$ cat src/rbi_defines.vh
// Register indexes, field positions, reset values and frame counts of the receive backplane block.
`ifndef RBI_DEFINES_VH
`define RBI_DEFINES_VH

// ----------------------------------------------------------------
// Register indexes (byte address is four times the index)
// ----------------------------------------------------------------
`define RBI_IDX_LINE   6'h00
`define RBI_IDX_OPT    6'h01
`define RBI_IDX_PAR    6'h02
`define RBI_IDX_CFG    6'h03

// ----------------------------------------------------------------
// Reset values and write masks
// ----------------------------------------------------------------
`define RBI_LINE_RST   8'h00
`define RBI_OPT_RST    8'hc0
`define RBI_PAR_RST    8'h00
`define RBI_CFG_RST    8'h00
`define RBI_LINE_WMASK 8'h40
`define RBI_PAR_WMASK  8'hcb

// ----------------------------------------------------------------
// Field positions
// ----------------------------------------------------------------
`define RBI_UNF        6
`define RBI_MODE_HI    7
`define RBI_MODE_LO    6
`define RBI_REFSEL     5
`define RBI_RATE2M     4
`define RBI_RATE8M     3
`define RBI_FSSF       2
`define RBI_FSALT      1
`define RBI_TKC        0
`define RBI_TX_PARITY_TYPE      7
`define RBI_TX_PARITY_IRQ_ENABLE     6
`define RBI_TX_DATA_PARITY_ERROR_FLAG       5
`define RBI_TX_SIG_PARITY_ERROR_FLAG     4
`define RBI_EXT        3
`define RBI_RX_PARITY_TYPE      1
`define RBI_RX_PARITY_ENABLE     0
`define RBI_MUX_BUS_SELECT       7
`define RBI_MUX_BUS_CONNECT       6
`define RBI_TRI_HI     5
`define RBI_TRI_LO     4
`define RBI_RCKRISE    3
`define RBI_LCKFALL    2
`define RBI_FSFALL     1
`define RBI_BCKRISE    0

// ----------------------------------------------------------------
// Mode codes and frame counts
// ----------------------------------------------------------------
`define RBI_MODE_FRAC  2'h0
`define RBI_MODE_FULL  2'h1
`define RBI_MODE_REF   2'h2
`define RBI_MODE_SIG   2'h3
`define RBI_TRI_NORM   2'h1
`define RBI_FBIT_LAST  8'hc0
`define RBI_REF_HALF   8'h61
`define RBI_E1_LAST    10'h0ff
`define RBI_MUX_LAST   10'h3ff
`define RBI_SF_LAST    5'h0b
`define RBI_ESF_LAST   5'h17

`endif

$ cat src/rbi_rx_backplane.v
// Receive backplane interface of one T1 framer channel with its Avalon-MM registers.
//
// Our own choice: the Avalon-MM register port.
`timescale 1ns/1ps
`include "rbi_defines.vh"

module rbi_rx_backplane #(
  parameter [1:0] MUX_SLOT  = 2'h0,
  parameter       MUX_FIRST = 1'b1
) (
  input  wire        clk,
  input  wire        rst_n,
  input  wire [7:0]  avs_address,
  input  wire        avs_read,
  input  wire        avs_write,
  input  wire [31:0] avs_writedata,
  input  wire [3:0]  avs_byteenable,
  output wire [31:0] avs_readdata,
  output wire        avs_waitrequest,
  input  wire        line_rx_clock,
  input  wire        line_rx_data,
  input  wire        line_fbit,
  input  wire        line_sf_first,
  input  wire        esf_format,
  output wire [4:0]  rx_channel_index,
  input  wire        channel_select_a,
  input  wire        slot_data_subst,
  input  wire        slot_sig_subst,
  input  wire        payload_control_enable,
  input  wire [7:0]  data_cond_byte,
  input  wire [3:0]  sig_cond_nibble,
  input  wire [3:0]  rx_sig_abcd,
  input  wire        backplane_rx_clock,
  input  wire        backplane_rx_frame_input,
  output wire        rx_backplane_data,
  output wire        rx_backplane_data_oe,
  output wire        rx_output_clock,
  output wire        rx_output_clock_oe,
  output wire        rx_frame_pulse,
  output wire [1:0]  mux_rx_data,
  output wire [1:0]  mux_rx_data_oe,
  output wire [1:0]  mux_rx_signaling,
  output wire [1:0]  mux_rx_signaling_oe,
  output wire [1:0]  mux_rx_frame_pulse,
  output wire [1:0]  mux_rx_frame_pulse_oe,
  input  wire        tx_bit_valid,
  input  wire        tx_fbit,
  input  wire        tx_sf_first,
  input  wire        tx_backplane_data,
  input  wire        tx_backplane_signaling,
  output wire        irq,
  output wire        frame_search_disable,
  output wire        sig_buffer_freeze,
  output wire        force_out_of_frame
);

  // ----------------------------------------------------------------
  // Registers and decoded fields
  // ----------------------------------------------------------------
  reg  [7:0]  line_reg;
  reg  [7:0]  opt_reg;
  reg  [7:0]  par_reg;
  reg  [7:0]  cfg_reg;
  reg         tsd_flag_reg;
  reg         tss_flag_reg;
  reg         rd_ack_reg;
  reg  [7:0]  rdata_reg;
  reg         irq_reg;
  wire [1:0]  mode    = opt_reg[`RBI_MODE_HI:`RBI_MODE_LO];
  wire [1:0]  tri_sel = cfg_reg[`RBI_TRI_HI:`RBI_TRI_LO];
  wire        frac    = (mode == `RBI_MODE_FRAC);
  wire        slave   = mode[1];
  wire        mux_on  = opt_reg[`RBI_RATE8M] & ~opt_reg[`RBI_RATE2M];
  wire        drive   = (tri_sel == `RBI_TRI_NORM);
  wire        ext     = par_reg[`RBI_EXT];
  wire [5:0]  idx     = avs_address[7:2];
  wire        wr_ok   = avs_write & avs_byteenable[0];
  wire        rd_take = avs_read & rd_ack_reg;
  reg  [7:0]  rd_mux;

  // ----------------------------------------------------------------
  // Pin synchronisers
  // ----------------------------------------------------------------
  reg  [2:0]  lck_s;
  reg  [1:0]  ldat_s;
  reg  [2:0]  bck_s;
  reg  [1:0]  bfs_s;

  always @(posedge clk or negedge rst_n) begin
    if (!rst_n) begin
      lck_s  <= 3'h0;
      ldat_s <= 2'h0;
      bck_s  <= 3'h0;
      bfs_s  <= 2'h0;
    end else begin
      lck_s  <= {lck_s[1:0], line_rx_clock};
      ldat_s <= {ldat_s[0], line_rx_data};
      bck_s  <= {bck_s[1:0], backplane_rx_clock};
      bfs_s  <= {bfs_s[0], backplane_rx_frame_input};
    end
  end

  wire l_rise = lck_s[1] & ~lck_s[2];
  wire l_fall = ~lck_s[1] & lck_s[2];
  wire b_rise = bck_s[1] & ~bck_s[2];
  wire b_fall = ~bck_s[1] & bck_s[2];
  wire l_samp = cfg_reg[`RBI_LCKFALL] ? l_fall : l_rise;
  wire b_upd  = cfg_reg[`RBI_BCKRISE] ? b_rise : b_fall;
  wire b_fs   = cfg_reg[`RBI_FSFALL] ? b_fall : b_rise;

  // ----------------------------------------------------------------
  // Line side: bit position, frame count and per-bit processing
  // ----------------------------------------------------------------
  reg  [7:0]  lbit_reg;
  reg  [4:0]  lframe_reg;
  reg         pend_reg;
  reg         dacc_reg;
  reg         sacc_reg;
  reg         dmem [0:192];
  reg         smem [0:192];
  reg         fmem [0:192];
  reg         mst_d_reg;
  reg         mst_s_reg;
  reg         mst_fp_reg;
  reg         mst_sel_reg;
  reg         proc_ok_reg;

  wire [7:0]  lpos   = lbit_reg - 8'h01;
  wire [2:0]  bpos   = lpos[2:0];
  wire        is_f   = (lbit_reg == 8'h00);
  wire        sf_st  = is_f & (lframe_reg == 5'h00);
  wire [4:0]  sf_end = esf_format ? `RBI_ESF_LAST : `RBI_SF_LAST;
  wire        all_tc = opt_reg[`RBI_TKC] & payload_control_enable;
  wire        d_sub  = all_tc | (~opt_reg[`RBI_TKC] & slot_data_subst);
  wire        s_sub  = all_tc | (~opt_reg[`RBI_TKC] & slot_sig_subst);
  wire [3:0]  s_src  = s_sub ? sig_cond_nibble : rx_sig_abcd;
  wire        par_on = par_reg[`RBI_RX_PARITY_ENABLE] & ~frac;
  wire        d_pay  = d_sub ? data_cond_byte[3'h7 - bpos] : pend_reg;
  wire        s_pay  = bpos[2] ? s_src[~bpos[1:0]] : 1'b0;
  reg         d_out;
  reg         s_out;
  reg         fp_now;

  assign rx_channel_index = lpos[7:3];

  always @* begin
    d_out = is_f ? pend_reg : d_pay;
    s_out = is_f ? pend_reg : s_pay;
    if (sf_st && par_on) begin
      d_out = dacc_reg ^ par_reg[`RBI_RX_PARITY_TYPE];
      s_out = sacc_reg ^ par_reg[`RBI_RX_PARITY_TYPE];
    end
    if (opt_reg[`RBI_FSSF] && !opt_reg[`RBI_FSALT]) begin
      fp_now = is_f & (lframe_reg == 5'h00);
    end else if (!opt_reg[`RBI_FSSF] && opt_reg[`RBI_FSALT]) begin
      fp_now = is_f & lframe_reg[0];
    end else if (!opt_reg[`RBI_FSSF]) begin
      fp_now = is_f;
    end else begin
      fp_now = 1'b0;
    end
  end

  always @(posedge clk) begin
    if (l_samp && proc_ok_reg) begin
      dmem[lbit_reg] <= d_out;
      smem[lbit_reg] <= s_out;
      fmem[lbit_reg] <= fp_now;
    end
  end

  always @(posedge clk or negedge rst_n) begin
    if (!rst_n) begin
      lbit_reg    <= 8'h00;
      lframe_reg  <= 5'h00;
      pend_reg    <= 1'b0;
      dacc_reg    <= 1'b0;
      sacc_reg    <= 1'b0;
      mst_d_reg   <= 1'b0;
      mst_s_reg   <= 1'b0;
      mst_fp_reg  <= 1'b0;
      mst_sel_reg <= 1'b0;
      proc_ok_reg <= 1'b0;
    end else if (l_samp) begin
      pend_reg    <= ldat_s[1];
      proc_ok_reg <= 1'b1;
      if (line_fbit) begin
        lbit_reg   <= 8'h00;
        lframe_reg <= (line_sf_first || lframe_reg == sf_end) ? 5'h00 : lframe_reg + 5'h01;
      end else if (lbit_reg == `RBI_FBIT_LAST) begin
        lbit_reg <= 8'h00;
      end else begin
        lbit_reg <= lbit_reg + 8'h01;
      end
      if (proc_ok_reg) begin
        mst_d_reg   <= d_out;
        mst_s_reg   <= s_out;
        mst_fp_reg  <= fp_now | (frac & mst_fp_reg & ~mst_sel_reg);
        mst_sel_reg <= ~frac | (~is_f & channel_select_a);
        if (sf_st) begin
          dacc_reg <= ext & d_out;
          sacc_reg <= ext & s_out;
        end else if (!is_f || ext) begin
          dacc_reg <= dacc_reg ^ d_out;
          sacc_reg <= sacc_reg ^ s_out;
        end
      end
    end
  end

  // ----------------------------------------------------------------
  // Backplane side: slave read-out of the stored frame
  // ----------------------------------------------------------------
  reg  [9:0]  ocnt_reg;
  reg         fs_seen_reg;
  wire [9:0]  o_last = mux_on ? `RBI_MUX_LAST :
                       opt_reg[`RBI_RATE2M] ? `RBI_E1_LAST : {2'h0, `RBI_FBIT_LAST};
  wire [7:0]  o_idx  = mux_on ? ocnt_reg[9:2] : ocnt_reg[7:0];
  wire        o_mine = ~mux_on | (ocnt_reg[1:0] == MUX_SLOT);
  wire        o_val  = (o_idx <= `RBI_FBIT_LAST);

  always @(posedge clk or negedge rst_n) begin
    if (!rst_n) begin
      ocnt_reg    <= 10'h000;
      fs_seen_reg <= 1'b0;
    end else begin
      if (b_fs && bfs_s[1]) begin
        fs_seen_reg <= 1'b1;
      end else if (b_upd) begin
        fs_seen_reg <= 1'b0;
      end
      if (b_upd) begin
        if (fs_seen_reg || ocnt_reg == o_last) begin
          ocnt_reg <= 10'h000;
        end else begin
          ocnt_reg <= ocnt_reg + 10'h001;
        end
      end
    end
  end

  // ----------------------------------------------------------------
  // Output stage
  // ----------------------------------------------------------------
  reg         rck_reg;
  reg         rd_reg;
  reg         rs_reg;
  reg         rfp_reg;
  reg         mine_reg;
  reg         ref_reg;
  reg         pin_reg;
  wire        rck_next = lck_s[2] & (mode[0] | mst_sel_reg);
  wire        rck_edge = cfg_reg[`RBI_RCKRISE] ? (rck_next & ~rck_reg) : (~rck_next & rck_reg);
  reg         pin_next;

  always @* begin
    case (mode)
      `RBI_MODE_REF: pin_next = opt_reg[`RBI_REFSEL] ? lck_s[2] : ref_reg;
      `RBI_MODE_SIG: pin_next = rs_reg;
      default:       pin_next = rck_reg;
    endcase
  end

  always @(posedge clk or negedge rst_n) begin
    if (!rst_n) begin
      rck_reg  <= 1'b0;
      rd_reg   <= 1'b1;
      rs_reg   <= 1'b1;
      rfp_reg  <= 1'b0;
      mine_reg <= 1'b0;
      ref_reg  <= 1'b0;
      pin_reg  <= 1'b0;
    end else begin
      rck_reg <= rck_next;
      ref_reg <= (lbit_reg < `RBI_REF_HALF);
      pin_reg <= pin_next;
      if (!slave && rck_edge) begin
        rd_reg   <= mst_d_reg;
        rfp_reg  <= mst_fp_reg;
        rs_reg   <= mst_s_reg;
        mine_reg <= 1'b0;
      end else if (slave && b_upd) begin
        rd_reg   <= o_val ? dmem[o_idx] : 1'b1;
        rs_reg   <= o_val ? smem[o_idx] : 1'b1;
        rfp_reg  <= mux_on ? (o_idx == 8'h00) : (o_val & fmem[o_idx]);
        mine_reg <= mux_on & o_mine;
      end
    end
  end

  wire mux_act = mux_on & cfg_reg[`RBI_MUX_BUS_CONNECT] & drive & mine_reg;
  wire [1:0] bus_hot = cfg_reg[`RBI_MUX_BUS_SELECT] ? 2'h2 : 2'h1;
  wire [1:0] bus_oe  = mux_act ? bus_hot : 2'h0;

  assign rx_backplane_data     = rd_reg;
  assign rx_backplane_data_oe  = drive & ~mux_on;
  assign rx_output_clock       = pin_reg;
  assign rx_output_clock_oe    = (mode == `RBI_MODE_SIG) ? (drive & ~mux_on) : 1'b1;
  assign rx_frame_pulse        = rfp_reg;
  assign mux_rx_data           = {rd_reg, rd_reg};
  assign mux_rx_data_oe        = bus_oe;
  assign mux_rx_signaling      = {rs_reg, rs_reg};
  assign mux_rx_signaling_oe   = bus_oe;
  assign mux_rx_frame_pulse    = {rfp_reg, rfp_reg};
  assign mux_rx_frame_pulse_oe = MUX_FIRST ? bus_oe : 2'h0;

  // ----------------------------------------------------------------
  // Transmit F-bit parity check
  // ----------------------------------------------------------------
  reg         tdacc_reg;
  reg         tsacc_reg;
  wire        t_chk  = tx_bit_valid & tx_fbit & tx_sf_first;
  wire        t_exp_d = tdacc_reg ^ par_reg[`RBI_TX_PARITY_TYPE];
  wire        t_exp_s = tsacc_reg ^ par_reg[`RBI_TX_PARITY_TYPE];
  wire        set_d  = t_chk & (tx_backplane_data != t_exp_d);
  wire        set_s  = t_chk & (tx_backplane_signaling != t_exp_s);
  wire        clr_d  = rd_take & (idx == `RBI_IDX_PAR) & rdata_reg[`RBI_TX_DATA_PARITY_ERROR_FLAG];
  wire        clr_s  = rd_take & (idx == `RBI_IDX_PAR) & rdata_reg[`RBI_TX_SIG_PARITY_ERROR_FLAG];

  always @(posedge clk or negedge rst_n) begin
    if (!rst_n) begin
      tdacc_reg    <= 1'b0;
      tsacc_reg    <= 1'b0;
      tsd_flag_reg <= 1'b0;
      tss_flag_reg <= 1'b0;
      irq_reg      <= 1'b0;
    end else begin
      if (t_chk) begin
        tdacc_reg <= ext & tx_backplane_data;
        tsacc_reg <= ext & tx_backplane_signaling;
      end else if (tx_bit_valid && (!tx_fbit || ext)) begin
        tdacc_reg <= tdacc_reg ^ tx_backplane_data;
        tsacc_reg <= tsacc_reg ^ tx_backplane_signaling;
      end
      tsd_flag_reg <= set_d | (tsd_flag_reg & ~clr_d);
      tss_flag_reg <= set_s | (tss_flag_reg & ~clr_s);
      irq_reg <= par_reg[`RBI_TX_PARITY_IRQ_ENABLE] & ~frac & (tsd_flag_reg | tss_flag_reg);
    end
  end

  assign irq = irq_reg;

  // ----------------------------------------------------------------
  // Avalon-MM slave
  // ----------------------------------------------------------------
  // Reads take one wait cycle so the clear-on-read only drops bits that were returned.
  always @* begin
    if (idx == `RBI_IDX_LINE) begin
      rd_mux = line_reg;
    end else if (idx == `RBI_IDX_OPT) begin
      rd_mux = opt_reg;
    end else if (idx == `RBI_IDX_PAR) begin
      rd_mux = {par_reg[7:6], tsd_flag_reg, tss_flag_reg, par_reg[3:0]};
    end else if (idx == `RBI_IDX_CFG) begin
      rd_mux = cfg_reg;
    end else begin
      rd_mux = 8'h00;
    end
  end

  always @(posedge clk or negedge rst_n) begin
    if (!rst_n) begin
      line_reg   <= `RBI_LINE_RST;
      opt_reg    <= `RBI_OPT_RST;
      par_reg    <= `RBI_PAR_RST;
      cfg_reg    <= `RBI_CFG_RST;
      rd_ack_reg <= 1'b0;
      rdata_reg  <= 8'h00;
    end else begin
      rd_ack_reg <= avs_read & ~rd_ack_reg;
      if (avs_read && !rd_ack_reg) begin
        rdata_reg <= rd_mux;
      end
      if (wr_ok) begin
        if (idx == `RBI_IDX_LINE) begin
          line_reg <= avs_writedata[7:0] & `RBI_LINE_WMASK;
        end else if (idx == `RBI_IDX_OPT) begin
          opt_reg <= avs_writedata[7:0];
        end else if (idx == `RBI_IDX_PAR) begin
          par_reg <= avs_writedata[7:0] & `RBI_PAR_WMASK;
        end else if (idx == `RBI_IDX_CFG) begin
          cfg_reg <= avs_writedata[7:0];
        end
      end
    end
  end

  assign avs_readdata    = {24'h000000, rdata_reg};
  assign avs_waitrequest = avs_read & ~rd_ack_reg;

  assign frame_search_disable = line_reg[`RBI_UNF];
  assign sig_buffer_freeze    = line_reg[`RBI_UNF];
  assign force_out_of_frame   = line_reg[`RBI_UNF];

endmodule

$ cat config.mk
export PLATFORM = sky130hd
export DESIGN_NAME = rbi_rx_backplane
export DESIGN_NICKNAME = d
export VERILOG_FILES = /design/src/rbi_rx_backplane.v
export VERILOG_INCLUDE_DIRS = /design/src
export SDC_FILE = /design/constraint.sdc
export NUM_CORES = 1
export LEC_CHECK = 0
export ABC_AREA = 1
export BUFFER_PORTS_ARGS = -buffer_cell sky130_fd_sc_hd__buf_2
export CAP_MARGIN = 25
export CORE_MARGIN = 2
export CORE_UTILIZATION = 50
export DETAILED_ROUTE_END_ITERATION = 10
export MAX_ROUTING_LAYER = met4
export PLACE_DENSITY = 0.67
export SYNTH_ARGS = -nofsm -noshare
export SYNTH_HDL_FRONTEND = slang
export SYNTH_SLANG_ARGS = --single-unit
$ cat constraint.sdc
create_clock -name clk -period 17.95 [get_ports clk]
set_clock_uncertainty 0.1 [all_clocks]
set_input_delay 1.795 -clock clk [delete_from_list [all_inputs] [get_ports clk]]
set_output_delay 1.795 -clock clk [all_outputs]
set_load 0.01 [all_outputs]
# After elaboration in Yosys (flattened, before gate mapping)
# Memory sizes are Yosys's and may differ from the RTL's.
# Cells that the tools add are included.
[classes] eq_ne=11 n_lt_le_gt_ge=4 muxes=58 n_addsub=5 reduce_logical=36 bitwise=77
[op_table] cell="2-to-1 mux 8 bit" n=7
[op_table] cell="bitwise AND 1 bit" n=41
[op_table] cell="2-to-1 mux 1 bit" n=40
[op_table] cell="2-to-1 mux 10 bit" n=2
[op_table] cell="NOT 1 bit" n=18
[op_table] cell="logical NOT 8 bit" n=2
[op_table] cell="== test 6 x 2 -> 1 bit (second input constant)" n=2
[op_table] cell="adder 10 x 1 -> 10 bit (second input constant)" n=1
[op_table] cell="== test 10 bit" n=1
[op_table] cell="2-to-1 mux 5 bit" n=2
[op_table] cell="logical AND 1 bit" n=9
[op_table] cell="bitwise OR 1 bit" n=9
[op_table] cell="adder 8 x 1 -> 8 bit (second input constant)" n=1
[op_table] cell="== test 8 bit (second input constant)" n=1
[op_table] cell="<= comparator 8 bit (second input constant)" n=1
[op_table] cell="less-than comparator 8 x 7 -> 1 bit (second input constant)" n=1
[op_table] cell="nonzero test 2 bit" n=4
[op_table] cell="subtractor 8 x 1 -> 8 bit (second input constant)" n=1
[op_table] cell="XOR 1 bit" n=8
[op_table] cell="== test 6 x 1 -> 1 bit (second input constant)" n=1
[op_table] cell="logical NOT 1 bit" n=6
[op_table] cell="logical NOT 6 bit" n=1
[op_table] cell="2-to-1 mux 6 bit" n=1
[op_table] cell="AND reduction 2 bit" n=3
[op_table] cell="20 further kinds" n=28
[totals] ramBits=579 mem_count=3 inputBits=80 register_bits=85
[mem_list] name="dmem" words=193 width=1 rd=1 rd_ports_with_merged_regs=0 write_ports=1 line_no="rbi_rx_backplane.v:119" rtl="reg dmem [0:192];"
[mem_list] name="fmem" words=193 width=1 rd=1 rd_ports_with_merged_regs=0 write_ports=1 line_no="rbi_rx_backplane.v:121" rtl="reg fmem [0:192];"
[mem_list] name="smem" words=193 width=1 rd=1 rd_ports_with_merged_regs=0 write_ports=1 line_no="rbi_rx_backplane.v:120" rtl="reg smem [0:192];"

# Logic depth before layout (Yosys ltp)
[logic_depth] depth_word=12 mapped_depth=21

# Worst setup path after synthesis
# Ideal clock, no wire load.
[synth_path] path_kind="register to register" start="register lbit_reg[0]" end="memory fmem[0] (data pin)" setup_slack_ps=10723 period_less_slack_ps=7227 required_ps=16747 stages_incl_launch_ff=10 arrival_time_ps=6023 setup_time_ps=1103 path_cell_list="dfrtp_1 > clkbuf_1 > clkinv_1 > ha_1 > inv_1 > nor2_1 > inv_1 > nor2_1 > inv_1 > nor2_1"
[synth_between] elab_chain_len=4 elab_cells_between_ends=6 cone_classes="mux: 3; bitwise: 2; reduce/logical: 1"
[synth_lines] element="start: declaration" line_no="rbi_rx_backplane.v:114" rtl="reg [7:0] lbit_reg;"
[synth_lines] element="start signal: assignment" line_no="rbi_rx_backplane.v:193" rtl="lbit_reg <= lbit_reg + 8'h01;"
[synth_lines] element="logical NOT 8 bit *" line_no="rbi_rx_backplane.v:130" rtl="wire is_f = (lbit_reg == 8'h00);"
[synth_lines] element="2-to-1 mux 1 bit or bitwise AND 1 bit (tied branches)" line_no="rbi_rx_backplane.v:157, rbi_rx_backplane.v:156"
[synth_lines] element="2-to-1 mux 1 bit" line_no="rbi_rx_backplane.v:155" rtl="end else if (!opt_reg[`RBI_FSSF] && opt_reg[`RBI_FSALT]) begin"
[synth_lines] element="2-to-1 mux 1 bit *" line_no="rbi_rx_backplane.v:153" rtl="if (opt_reg[`RBI_FSSF] && !opt_reg[`RBI_FSALT]) begin"
[synth_lines] element="named net fp_now" line_no="rbi_rx_backplane.v:142" rtl="reg fp_now;"
[synth_lines] element="end: declaration" line_no="rbi_rx_backplane.v:121"
# The timed path passes the listed nets; every way through them passes the cells marked *.

# Final worst setup path
[layout_path] start="register opt_reg[3]" end="register rd_reg, in the netlist rx_backplane_data"
[layout_between] elab_chain_len=6 elab_cells_between_ends=7 cone_classes="order compare: 1; mux: 4; bitwise: 1; memory: 1"
[layout_lines] element="start: declaration" line_no="rbi_rx_backplane.v:61" rtl="reg [7:0] opt_reg;"
[layout_lines] element="start signal: assignment" line_no="rbi_rx_backplane.v:364" rtl="opt_reg <= `RBI_OPT_RST;"
[layout_lines] element="start signal: assignment" line_no="rbi_rx_backplane.v:378" rtl="opt_reg <= avs_writedata[7:0];"
[layout_lines] element="bitwise AND 1 bit *" line_no="rbi_rx_backplane.v:73" rtl="wire mux_on = opt_reg[`RBI_RATE8M] & ~opt_reg[`RBI_RATE2M];"
[layout_lines] element="2-to-1 mux 8 bit *" line_no="rbi_rx_backplane.v:218" rtl="wire [7:0] o_idx = mux_on ? ocnt_reg[9:2] : ocnt_reg[7:0];"
[layout_lines] element="memory (193 x 1 bit) or <= comparator 8 bit (tied branches)"
[layout_lines] element="2-to-1 mux 1 bit *" line_no="rbi_rx_backplane.v:283" rtl="rd_reg <= o_val ? dmem[o_idx] : 1'b1;"
[layout_lines] element="2-to-1 mux 1 bit *" line_no="rbi_rx_backplane.v:282" rtl="end else if (slave && b_upd) begin"
[layout_lines] element="2-to-1 mux 1 bit *" line_no="rbi_rx_backplane.v:277" rtl="if (!slave && rck_edge) begin"
[layout_lines] element="end signal: assignment" line_no="rbi_rx_backplane.v:278" rtl="rd_reg <= mst_d_reg;"
[layout_lines] element="end signal: assignment" line_no="rbi_rx_backplane.v:283"
[layout_lines] element="end: declaration" line_no="rbi_rx_backplane.v:246" rtl="reg rd_reg;"
# Every way passes the cells marked *; elsewhere a longest branch is shown, timed or not. The select of a mux whose other input is x is not followed.
# A chain may end at the register's enable or synchronous reset.

==> impl_metrics.yaml <==
power:
  seqPwrFrac_pct: 41.8
  powerDensity_mw_per_mm2: 137
  netSwitchingPower_mw: 1.46
  switching_share_pct: 32.6
  combPwrFrac_pct: 25.2
  internal-power_mw: 3.02
  p_clk_share_pct: 32.9
  peakVddDrop_mv: 0.0864
  p_leak_nw: 12.4
die:
  dieArea_mm2: 0.0605
  core-area_mm2: 0.0578
  core.rowCount: 88
  dieHeight_um: 246
  io_pins: 139
  die_x_um: 246
  start_util_pct: 50.7
worst_setup_path:
  path_class: "reg -> reg"
  cp_slowest_cell: "buf_12"
  worst-path-buf-inv: 3
  path_cells: "nand2_2, nand2_1, buf_4, nand2_4, buf_12, buf_4, nand2_1, nand2_1, nand2_1, o211ai_1, nand3_1, nand2_1, nand3_1, nand3_1, nand3_1, nand2_1, nand2_1, nand2_1"
  slowest_delay_ns: 0.66
  worst_ep_arrival_time_ns: 5.27
  path_max_fanout: 195
  end_kind: "flip-flop"
  cp-start-kind: "flip-flop"
  required_ns: 18.40
  crit_top_cell: "nand2_1"
  cp_top_family: "simple AND/OR/NAND/NOR gates"
synthesis:
  synth-seq-area-share_pct: 66.6
  syn_inst: 2860
  synth_area_leaders: "edfxtp_1 (59%), nand2_1 (8.8%), dfrtp_1 (6.9%), nand3_1 (5.3%), nor2_1 (5.2%)"
  synth_seq_cells: 664
  yosysWarnings: 0
  synth_ff_type: "edfxtp_1"
  synth_cell_types: 51
  synth-edff-count: 579
  synth_top_area_cell: "edfxtp_1"
  synth.most_common_cell: "nand2_1"
  syn-cell-area_mm2: 0.0293
  synth_top_area_share_pct: 59.3
  avgSynthCellArea_um2: 10.2
  async_flop_share_pct: 12.8
  synth_common_cells: "nand2_1 (690), edfxtp_1 (579), nor2_1 (406)"
placed_design:
  gp_congestion: 0.893
  io_buffers: 85
  dp_slack_ns: 12.99
  place_area_mm2: 0.0302
  hpwl_mm: 45.8
clock_tree:
  cts_made_buffers: 70
  cts_setup_buffers: 0
  htreeDepth: 3
  clock-sinks: 664
  clock_latency_ns: 0.62
  ctsRootBufferMaster: "clkbuf_16"
  clock_tree.buffer_depth: 3
  path_clk_slew_ns: 0.06
  cts.repair.resized: 0
  cts_hold_buf: 0
  tritoncts: "done"
grt:
  grt_overflow: 0
  grt_pass1_vias: 20329
  antenna_found_initial: 0
  grt_max_degree: 196
  grt_pass1_wl_mm: 117
  grt_usage_pct: 26.2
timing:
  finalCriticalPeriod_ns: 4.82
  fin_hold_ws_ns: 0.252
  fin_crit_sh_pct: 26.9
  setup_slack_ns: 13.13
  relSlewSlack_pct: 26.2
  finalHoldViolCount: 0
  setup_violations: 0
  maxClockFrequency_mhz: 207
  setup_tns_ns: 0
  rsz0062_at_grt: "no"
  tightest_slew_ns: 1.11
  slew_viol_final: 0
drt:
  vias: 21083
  wirelength_mm: 76.5
  drtAntennaViolNets: 0
  firstDrtPassIters: 5
  viasPerCell: 5.66
  detail_route.wl_per_cell_um: 20.6
  drc: 0
  drt-initial-drc-count: 2304
final_layout:
  drive_gt1_share_pct: 8.65
  antenna_cells: 0
  fill_cells: 4886
  syn_to_final_growth_pct: 11.6
  final_nets: 2992
  largest_registers: "dmem: 193 flops, fmem: 193 flops, smem: 193 flops"
  stdcell_area_mm2: 0.0327
status:
  status: "finished, final reports clean"
worst_hold_path:
  holdCritPathClass: "reg -> reg"
flow_run:
  cap_violations: 0
-- power groups by stage --
stage          sequential (mW)  clock, mW  combinational (mW)
2_1_floorplan             1.93          0               0.743
3_3_place_gp              1.91          0                1.08
3_5_place_dp              1.91          0                1.10
4_1_cts                   1.88       1.49                1.10
5_1_grt                   1.88       1.55                1.24
6_report                  1.87       1.48                1.13
-- metal layers --
metal  vias to the layer above  part of all wire (%)  global-route usage [%]
met3                       160                   9.3                    4.14
met1                     10155                    40                    34.6
met4                         0                   3.0                    8.77
li1                       9772                     -                       -
met2                       996                    47                    41.6
met5                         -                     0                       -
-- placed cells by master, fill, tap and decap left out, types with 4 or more instances in the layout --
cell type,n
nor2_1,404
conb_1,24
dfrtp_1,81
inv_1,192
dfstp_2,4
o21ai_1,16
o22ai_1,15
clkinv_2,10
clkbuf_16,73
nor3_1,17
or2_2,5
nand4_1,18
clkbuf_1,7
buf_16,5
clkinv_1,29
clkinvlp_4,6
o21ai_0,166
nand3_1,308
o211ai_1,46
a21oi_1,60
bufinv_16,9
buf_2,84
ha_1,8
nand2_1,688
nor3b_1,5
xor2_1,9
edfxtp_1,579
inv_2,4
buf_4,31
-- worst paths after layout --
check                                        from                       endpoint  slack [ns]  depth (start not counted)
min reg2reg                    lck_s[0]$_DFF_PN0_             lck_s[1]$_DFF_PN0_        0.25                          0
min                            lck_s[0]$_DFF_PN0_             lck_s[1]$_DFF_PN0_        0.25                          0
max reg2reg                opt_reg[3]$_DFFE_PN0P_  rx_backplane_data$_DFFE_PN1P_       13.13                         18
max in group asynchronous                   rst_n  rx_backplane_data$_DFFE_PN1P_       16.02                          2
min in group asynchronous                   rst_n          tdacc_reg$_DFFE_PN0P_        1.06                          1
max                        opt_reg[3]$_DFFE_PN0P_  rx_backplane_data$_DFFE_PN1P_       13.13                         18
-- area by class of cell --
| class | instances | area [um2] | share of cell area (%) |
|---|---|---|---|
| Tap cell | 765 | 957 | 2.93 |
| Clock buffer | 82 | 1880 | 5.75 |
| Sequential cell | 664 | 19500 | 59.7 |
| Multi-Input combinational cell | 1830 | 8190 | 25.0 |
| Inverter | 213 | 805 | 2.46 |
| Timing Repair Buffer | 125 | 867 | 2.65 |
| Clock inverter | 44 | 469 | 1.44 |
-- kinds of logic after synthesis --
family	count (synthesis)	synth area share, %
AOI/OAI and AO/OA	328	6.34
and+or+nand+nor	1458	20.4
adders and majority gates	8	0.342
buffers and inverters	389	5.86
other	1	0.0128
DFF	664	66.6
xor gates and xnor gates	10	0.299
muxes	2	0.0726
-- through the flow --
stage | cells | util [%] | power, mW
floorplan | 2883 | - | 2.67
global placement | 3588 | 52.1 | 2.99
detailed placement | 3592 | 52.3 | 3.01
CTS | 3718 | 56.3 | 4.47
global route | 3723 | 56.5 | 4.67
finish | 3723 | 56.5 | 4.48
No activity file was read; power rests on OpenSTA's default activity.
